File: config.mk
export PLATFORM = sky130hd
export DESIGN_NAME = sacbp_host_flat
export DESIGN_NICKNAME = d
export VERILOG_FILES = /design/src/pkg/sacbp_pkg.sv /design/src/pkg/sacbp_if.sv /design/src/core/sacbp_host.sv /design/src/flat_wrapper.sv
export SDC_FILE = /design/constraint.sdc
export NUM_CORES = 1
export LEC_CHECK = 0
export CAP_MARGIN = 20
export CORE_MARGIN = 4
export CORE_UTILIZATION = 55
export CTS_BUF_LIST = sky130_fd_sc_hd__clkbuf_8
export DETAILED_ROUTE_END_ITERATION = 7
export DONT_BUFFER_PORTS = 1
export GPL_TIMING_DRIVEN = 0
export PLACE_DENSITY = 0.7
export SLEW_MARGIN = 5
export SYNTH_ARGS = -nofsm -noshare
export SYNTH_HDL_FRONTEND = slang
export SYNTH_SLANG_ARGS = --single-unit
File: constraint.sdc
create_clock -name i_clk -period 4.5 [get_ports i_clk]
set_input_delay 0.225 -clock i_clk [delete_from_list [all_inputs] [get_ports i_clk]]
set_output_delay 0.225 -clock i_clk [all_outputs]
set_load 0.01 [all_outputs]
File: src/pkg/sacbp_pkg.sv
// Shared constants for the converter bus port and its host end
package sacbp_pkg;
  localparam int          RES_W          = 12;
  localparam int          BYTE_W         = 8;
  localparam int          CLK_PERIOD_NS  = 100;
  // Conversion timing of the device model
  localparam int          CONV_TIME_NS   = 4000;
  localparam int          CONV_CYC       = CONV_TIME_NS / CLK_PERIOD_NS;
  localparam int          HOLD_TIME_NS   = 1000;
  localparam int          HOLD_CYC       = HOLD_TIME_NS / CLK_PERIOD_NS;
  localparam int          ACQ_MIN_NS     = 1000;
  // Host timing figures, least times rounded up
  localparam int          START_REPEAT_NS = 5000;
  localparam int          START_REPEAT_CYC = (START_REPEAT_NS + CLK_PERIOD_NS - 1) / CLK_PERIOD_NS;
  localparam int          START_PULSE_NS = 200;
  localparam int          START_PULSE_CYC = (START_PULSE_NS + CLK_PERIOD_NS - 1) / CLK_PERIOD_NS;
  localparam int          SETUP_NS       = 100;
  localparam int          SETUP_CYC      = (SETUP_NS + CLK_PERIOD_NS - 1) / CLK_PERIOD_NS;
  localparam int          RECOVERY_NS    = 100;
  localparam int          RECOVERY_CYC   = (RECOVERY_NS + CLK_PERIOD_NS - 1) / CLK_PERIOD_NS;
  localparam int          CNT_W          = 8;
  // Result pin positions used as inputs in 8-bit format
  localparam int          PIN_JUSTIFY    = 1;
  localparam int          PIN_BYTE_SEL   = 0;
  localparam logic [3:0]  PAD_ZERO       = 4'h0;
  localparam logic [RES_W-1:0] RES_RESET = 12'h000;
  localparam logic [CNT_W-1:0] CNT_ZERO  = 8'h00;
endpackage

File: src/pkg/sacbp_if.sv
// Pin-level link between the converter port and its host
`timescale 1ns/1ps
`default_nettype none
interface sacbp_if;
  import sacbp_pkg::*;
  logic             start_convert_n;
  logic             chip_select_n;
  logic             output_enable_n;
  logic             done_flag_enable_n;
  logic             gated_start;
  logic             format_12bit;
  logic [RES_W-1:0] dev_data_o;
  logic [RES_W-1:0] dev_data_oe;
  logic [1:0]       host_fmt_o;
  logic             host_fmt_oe;
  logic             done_o;
  logic             done_oe;
  modport device (
    input  start_convert_n, chip_select_n, output_enable_n, done_flag_enable_n,
    input  gated_start, format_12bit, host_fmt_o, host_fmt_oe,
    output dev_data_o, dev_data_oe, done_o, done_oe
  );
  modport host (
    output start_convert_n, chip_select_n, output_enable_n, done_flag_enable_n,
    output gated_start, format_12bit, host_fmt_o, host_fmt_oe,
    input  dev_data_o, dev_data_oe, done_o, done_oe
  );
endinterface
`default_nettype wire

File: src/core/sacbp_host.sv
// Host end: issues starts, waits for done, reads the result
`timescale 1ns/1ps
`default_nettype none
module sacbp_host
  import sacbp_pkg::*;
(
  input  wire logic             i_clk,
  input  wire logic             i_rst_n,
  sacbp_if.host                 link,
  input  wire logic             i_go,
  input  wire logic             i_gated,
  input  wire logic             i_fmt12,
  input  wire logic             i_justify_right,
  output logic                  o_busy,
  output logic                  o_valid,
  output logic [RES_W-1:0]      o_result
);
  typedef enum logic [2:0] {SACBPH_IDLE, SACBPH_SEL, SACBPH_START, SACBPH_WAIT,
                            SACBPH_RD_HI, SACBPH_RD_LO, SACBPH_REC} sacbp_hstate_t;
  typedef struct packed {
    sacbp_hstate_t    state;
    logic [CNT_W-1:0] cnt;
    logic [CNT_W-1:0] space;
    logic [RES_W-1:0] result;
    logic             valid;
  } sacbp_host_t;

  sacbp_host_t h_reg;
  sacbp_host_t h_next;
  logic        done_seen;

  // Done pin level with pull-up resolved here from the enable
  assign done_seen = link.done_oe ? link.done_o : 1'b1;

  // Host sequencer
  always_comb begin
    h_next = h_reg;
    h_next.valid = 1'b0;
    if (h_reg.space != CNT_ZERO) begin
      h_next.space = h_reg.space - 8'd1;
    end
    case (h_reg.state)
      SACBPH_IDLE: begin
        if (i_go && h_reg.space == CNT_ZERO) begin
          h_next.state = SACBPH_SEL;
          h_next.cnt   = CNT_ZERO;
        end
      end
      SACBPH_SEL: begin
        h_next.state = SACBPH_START;
        h_next.cnt   = CNT_ZERO;
        h_next.space = 8'(START_REPEAT_CYC);
      end
      SACBPH_START: begin
        h_next.cnt = h_reg.cnt + 8'd1;
        if (h_reg.cnt == 8'(START_PULSE_CYC - 1)) begin
          h_next.state = SACBPH_WAIT;
          h_next.cnt   = CNT_ZERO;
        end
      end
      SACBPH_WAIT: begin
        h_next.cnt = h_reg.cnt + 8'd1;
        if (h_reg.cnt > 8'd1 && done_seen) begin
          h_next.state   = SACBPH_RD_HI;
          h_next.cnt     = CNT_ZERO;
        end
      end
      SACBPH_RD_HI: begin
        h_next.cnt = h_reg.cnt + 8'd1;
        if (h_reg.cnt == 8'(SETUP_CYC)) begin
          if (i_fmt12) begin
            h_next.result = link.dev_data_o;
            h_next.state  = SACBPH_REC;
            h_next.valid  = 1'b1;
          end else begin
            h_next.result[11:4] = link.dev_data_o[11:4];
            h_next.state = SACBPH_RD_LO;
          end
          h_next.cnt = CNT_ZERO;
        end
      end
      SACBPH_RD_LO: begin
        h_next.cnt = h_reg.cnt + 8'd1;
        if (h_reg.cnt == 8'(SETUP_CYC)) begin
          // Reassemble whichever justification was requested
          if (i_justify_right) begin
            h_next.result = {h_reg.result[7:4], link.dev_data_o[11:4]};
          end else begin
            h_next.result = {h_reg.result[11:4], link.dev_data_o[11:8]};
          end
          h_next.valid = 1'b1;
          h_next.state = SACBPH_REC;
          h_next.cnt   = CNT_ZERO;
        end
      end
      SACBPH_REC: begin
        h_next.cnt = h_reg.cnt + 8'd1;
        if (h_reg.cnt == 8'(RECOVERY_CYC - 1)) begin
          h_next.state = SACBPH_IDLE;
        end
      end
      default: h_next.state = SACBPH_IDLE;
    endcase
  end

  // State register
  always_ff @(posedge i_clk) begin
    if (!i_rst_n) begin
      h_reg <= '{state: SACBPH_IDLE, cnt: CNT_ZERO, space: CNT_ZERO,
                 result: RES_RESET, valid: 1'b0};
    end else begin
      h_reg <= h_next;
    end
  end

  // Pin drive; select also stays low while polling done, which gated mode needs
  assign link.gated_start        = i_gated;
  assign link.format_12bit       = i_fmt12;
  assign link.chip_select_n      = !(h_reg.state == SACBPH_SEL || h_reg.state == SACBPH_START
                                     || h_reg.state == SACBPH_WAIT
                                     || h_reg.state == SACBPH_RD_HI
                                     || h_reg.state == SACBPH_RD_LO);
  assign link.start_convert_n    = (h_reg.state != SACBPH_START);
  assign link.output_enable_n    = !((h_reg.state == SACBPH_RD_HI || h_reg.state == SACBPH_RD_LO)
                                     && h_reg.cnt != CNT_ZERO);
  assign link.done_flag_enable_n = (h_reg.state != SACBPH_WAIT);
  assign link.host_fmt_o         = {i_justify_right, h_reg.state == SACBPH_RD_LO};
  assign link.host_fmt_oe        = !i_fmt12;
  assign o_busy                  = (h_reg.state != SACBPH_IDLE);
  assign o_valid                 = h_reg.valid;
  assign o_result                = h_reg.result;
endmodule
`default_nettype wire

File: src/flat_wrapper.sv
// flat-port wrapper written by rule: the top's interface ports become plain ports
module sacbp_host_flat import sacbp_pkg::*;
  (i_clk, i_rst_n, i_go, i_gated, i_fmt12, i_justify_right, o_busy, o_valid, o_result, link_start_convert_n, link_chip_select_n, link_output_enable_n, link_done_flag_enable_n, link_gated_start, link_format_12bit, link_host_fmt_o, link_host_fmt_oe, link_dev_data_o, link_dev_data_oe, link_done_o, link_done_oe);
  sacbp_if link_i ();
  input  wire logic i_clk;
  input  wire logic i_rst_n;
  input  wire logic i_go;
  input  wire logic i_gated;
  input  wire logic i_fmt12;
  input  wire logic i_justify_right;
  output logic o_busy;
  output logic o_valid;
  output logic [RES_W-1:0] o_result;
  output wire logic [$bits(link_i.start_convert_n)-1:0] link_start_convert_n;
  output wire logic [$bits(link_i.chip_select_n)-1:0] link_chip_select_n;
  output wire logic [$bits(link_i.output_enable_n)-1:0] link_output_enable_n;
  output wire logic [$bits(link_i.done_flag_enable_n)-1:0] link_done_flag_enable_n;
  output wire logic [$bits(link_i.gated_start)-1:0] link_gated_start;
  output wire logic [$bits(link_i.format_12bit)-1:0] link_format_12bit;
  output wire logic [$bits(link_i.host_fmt_o)-1:0] link_host_fmt_o;
  output wire logic [$bits(link_i.host_fmt_oe)-1:0] link_host_fmt_oe;
  input wire logic [$bits(link_i.dev_data_o)-1:0] link_dev_data_o;
  input wire logic [$bits(link_i.dev_data_oe)-1:0] link_dev_data_oe;
  input wire logic [$bits(link_i.done_o)-1:0] link_done_o;
  input wire logic [$bits(link_i.done_oe)-1:0] link_done_oe;
  assign link_start_convert_n = link_i.start_convert_n;
  assign link_chip_select_n = link_i.chip_select_n;
  assign link_output_enable_n = link_i.output_enable_n;
  assign link_done_flag_enable_n = link_i.done_flag_enable_n;
  assign link_gated_start = link_i.gated_start;
  assign link_format_12bit = link_i.format_12bit;
  assign link_host_fmt_o = link_i.host_fmt_o;
  assign link_host_fmt_oe = link_i.host_fmt_oe;
  assign link_i.dev_data_o = link_dev_data_o;
  assign link_i.dev_data_oe = link_dev_data_oe;
  assign link_i.done_o = link_done_o;
  assign link_i.done_oe = link_done_oe;
  sacbp_host u_core (.i_clk(i_clk), .i_rst_n(i_rst_n), .link(link_i), .i_go(i_go), .i_gated(i_gated), .i_fmt12(i_fmt12), .i_justify_right(i_justify_right), .o_busy(o_busy), .o_valid(o_valid), .o_result(o_result));
endmodule
# [After elaboration in Yosys (flattened, before gate mapping)]
# Cells that the tools add are included.
[classes] muxes=17 add_sub_neg=2 reduce_logical=25 magnitude_cmp=1 eq_ne=17 bitwise_logic=1
[ops] op="case mux 8 bit (7 select lines)" count=1
[ops] op="2-to-1 mux 11 bit" count=5
[ops] op="2-to-1 mux 13 bit" count=2
[ops] op="case mux 13 bit (2 select lines)" count=1
[ops] op="case mux 3 bit (7 select lines)" count=1
[ops] op="zero test 8 bit" count=2
[ops] op="nonzero test 8 bit" count=2
[ops] op="2-to-1 mux 12 bit" count=1
[ops] op="2-to-1 mux 6 bit" count=2
[ops] op="!= test 2 x 1 -> 1 bit, second input constant" count=6
[ops] op="== test 3 bit, second input constant" count=3
[ops] op="adder 8 x 1 -> 8 bit, second input constant" count=1
[ops] op="== test 8 x 1 -> 1 bit, second input constant" count=1
[ops] op="> comparator 8 x 1 -> 1 bit, second input constant" count=1
[ops] op="AND reduction 4 bit" count=2
[ops] op="subtractor 8 x 1 -> 8 bit, second input constant" count=1
[ops] op="nonzero test 7 bit" count=1
[ops] op="== test 3 x 2 -> 1 bit, second input constant" count=2
[ops] op="!= test 3 x 2 -> 1 bit, second input constant" count=2
[ops] op="AND reduction 6 bit" count=1
[ops] op="logical OR 1 bit" count=5
[ops] op="2-to-1 mux 5 bit" count=1
[ops] op="!= test 2 bit, second input constant" count=2
[ops] op="nonzero test 2 bit" count=2
[ops] op="11 further kinds" count=15
[word_totals] output_inout_bits=23 wordCells=70 regBits=32

# [Longest topological paths before layout]
[depth] ltp_word=6 depth_mapped=7 depth_no_buf=7

# [Worst setup path after synthesis]
# No wires, ideal clock.
[synth_path] path_type="reg-to-reg" start="register u_core.h_reg[22] (netlist bit)" end="register u_core.h_reg (netlist bit u_core.o_result[10])" period_less_slack_ns=1.895 t_required_ns=4.375 arrival_ns=1.770 setup_time_ns=0.125 path_stages_with_launch=8 setup_slack_ns=2.605 n_path_buf=0 cell_sequence="dfxtp_1 inv_1 ha_1 nor3b_1 nand3_4 a21o_4 a222oi_1 nor2b_1"
[synth_between] elab_chain_cells=3 word_cells_on_any_way=4
[synth_lines] item="from (decl)" line="sacbp_host.sv:28" text="sacbp_host_t h_reg;"
[synth_lines] item="from (signal assigned)" line="sacbp_host.sv:109" text="h_reg <= '{state: SACBPH_IDLE, cnt: CNT_ZERO, space: CNT_ZERO,"
[synth_lines] item="from (signal assigned)" line="sacbp_host.sv:112" text="h_reg <= h_next;"
[synth_lines] item="== test 8 x 1 -> 1 bit *" line="sacbp_host.sv:70, sacbp_host.sv:84"
[synth_lines] item="!= test 2 x 1 -> 1 bit (no line)"
[synth_lines] item="AND reduction 4 bit (no line) *"
# Every way passes the cells marked *; elsewhere a longest branch is shown, timed or not.
# A chain may end at the register's enable or synchronous reset.

# [Worst setup path after layout]
[layout_path] start="register u_core.h_reg[22] (netlist bit)" end="register u_core.h_reg (netlist bit u_core.o_result[4])"
# Same word-level chain as after synthesis.

==> results.toml <==
[critical_path]
cp_cell_sequence = "inv_1 > ha_1 > nor3b_1 > nand3_4 > nor2_1 > a221oi_1 > nor2_1"
crit_top_cell = "nor2_1"
critPathLaunchType = "flip-flop"
crit_type = "reg2reg"
slowest_delay_ns = 0.62
r2r_cells = 7
worstPathArrival_ns = 2.52
cp-end-kind = "flip-flop"
slowest_stage = "nor3b_1"
required_ns = 4.71
cp_max_fo = 8

[sta]
hold_violations = 0
finalSetupViolations = 0
fin_crit_sh_pct = 51.2
fmax_mhz = 434
drv_slew = 0
slew_headroom_pct = 52.6
rsz0062_at_grt = "false"
fin_crit_ns = 2.30
fin_tns_setup_ns = 0
worst_pin_slew_ns = 0.710
skew_ns = 0.00664

[clocking]
post_cts.repair.setup_buffers = 0
postCtsHoldBufs = 0
clockRootBuffer = "clkbuf_8"
insertion_delay_ns = 0.28
numCtsBuffers = 5
clk_path_buf_depth = 2
cts_sinks = 32
path_clk_slew_ns = 0.07
htreeDepth = 2
cts_tree = "yes"
post_cts_resized = 0

[place]
io_buffers = 0
post-dp-hpwl_um = 3200
gp_congestion = 0.819

[detailed_routing]
drtIter0Drc = 152
drc = 0
vias = 1648
wl_per_cell_um = 15.6
drt-pass1-iter-count = 6
drt-total-wl_um = 4260
ant_nets = 0
avgViaCountPerCell = 6.06

[cells_and_area]
drive_above_1_share_pct = 16.7
n_antenna_cell = 0
largest_register_ffs = 19
final_nets = 264
seqCellArea_um2 = 641
areaGrowthSynthToFinish_pct = 8.09
multi_input_area_um2 = 1050
fill_cells = 289

[die]
fp-row-count = 20
io_pins = 55
die_y_um = 66.3
die_width_um = 66.3
dieArea_um2 = 4400
coreArea_um2 = 3150
start_util_pct = 59.3

[grt]
track_usage_pct = 20.4
grt_first_pass_wirelength_um = 6980
antenna_found_initial = 0
grt_max_degree = 11
grt_pass1_vias = 1565
gr-total-overflow = 0

[yosys]
yosys-top-cells-area = "dfxtp_1 (34%), buf_4 (6.0%), nor2_1 (5.0%)"
synth.cell_area_um2 = 1870
yosysSeqAreaShare_pct = 34.2
synth_cell_type_count = 49
ys_warn_count = 0
yosysTopAreaCellShare_pct = 34.2
post_synth.cell_area_avg_um2 = 8.46
yosysTopAreaCell = "dfxtp_1"
synth_seq_cells = 32
postSynthCellCount = 221
synth_edf_count = 0
syn_nets = 257
synth_ff_type = "dfxtp_1"
ys_async_sr_fraction_pct = 0

[run]
maxCapViolCount = 0

[min_path]
hold_path_depth = 2
hold_class = "in2reg"

[power_and_ir_drop]
finalPower_mw = 0.965
powerDensity_nw_per_um2 = 477
ir_drop_mv = 0.273
p_leak_nw = 0.814

[outcome]
status = "completed"
-- power breakdown --
| part | switching (mW) | internal [mW] | leakage [nW] |
|---|---|---|---|
| clock network | 0.101 | 0.136 | 0.0503 |
| registers | 0.0325 | 0.319 | 0.260 |
| logic | 0.227 | 0.151 | 0.504 |
-- synth_stat cells (2+ instances only) --
cell type	instances
nand3_1	18
nor2b_1	10
xnor2_1	7
nor3_1	2
o211ai_1	2
a221oi_1	4
a222oi_1	4
nand4_1	3
nor4_1	2
inv_1	8
o31ai_1	3
nand2_1	14
nor2_1	25
dfxtp_1	32
ha_1	4
and3_1	3
buf_2	2
buf_4	15
a21boi_0	4
o21ai_0	6
clkbuf_1	5
a21oi_1	11
o221a_2	5
or2_2	2
mux2i_1	6
-- final cells by class --
cell class                 instances  share of cell area (%)
multi-input combinational        158                    52.2
sequential                        32                    31.7
buffer                            23                    7.18
clock buffer                       7                    4.76
tap                               44                    2.72
inverter                           8                    1.49
-- worst paths after layout --
kind / startpoint / end / slack (ns)
hold / removal: i_rst_n / u_core.h_reg[21] / 0.09
hold reg to reg: u_core.h_reg[16] / u_core.h_reg[16] / 0.53
setup / recovery: u_core.h_reg[22] / u_core.o_result[4] / 2.20
setup reg to reg: u_core.h_reg[22] / u_core.o_result[4] / 2.20
-- critical path, delay by kind of cell, from the launching register on --
family | cells | cell delay, ns
AOI/OAI and AO/OA | 1 | 0.18
adders and majority gates | 1 | 0.21
and+or+nand+nor | 4 | 1.41
buffers and inverters | 1 | 0.09
DFF | 1 | 0.34
-- stage by stage --
stage / cell area (µm²) / utilization [%] / setup WS [ns] / cells / hold WS [ns]
after CTS: 2020 / 64.1 / 2.24 / 272 / 0.0886
after global routing: 2020 / 64.1 / 2.02 / 272 / 0.0967
final: 2020 / 64.1 / 2.20 / 272 / 0.0888
after floorplan: 1870 / - / 2.60 / 221 / 0.363
after detailed placement: 1930 / 61.1 / 2.29 / 265 / 0.386
after global placement: 1930 / 61.1 / 2.40 / 265 / 0.379
-- kinds of logic after synthesis --
group / count (synthesis) / synth area share (%)
xor gates and xnor gates: 8 / 3.75
and+or+nand+nor: 92 / 26.4
buffers and inverters: 31 / 9.36
muxes: 6 / 3.21
AOI/OAI and AO/OA: 48 / 20.4
adders and majority gates: 4 / 2.68
DFF: 32 / 34.2
-- per-layer routing --
metal,routed length (µm),track usage [%],vias to the layer above
met5,0,0,-
met4,72,9.14,0
met3,383,6.46,10
met2,1910,30.2,62
met1,1890,26.9,771
li1,-,-,805
-- cells in the final DEF, fill, tap and decap left out, types with 5 or more instances in the layout --
cell	Yosys	routed
a21oi_1	11	11
buf_4	15	15
clkbuf_1	5	5
clkbuf_8	0	7
dfxtp_1	32	32
inv_1	8	8
mux2i_1	6	6
nand2_1	14	14
nand3_1	18	18
nor2_1	25	25
nor2b_1	10	10
o21ai_0	6	6
o221a_2	5	5
xnor2_1	7	7
Power figures use the tool's default switching activity.
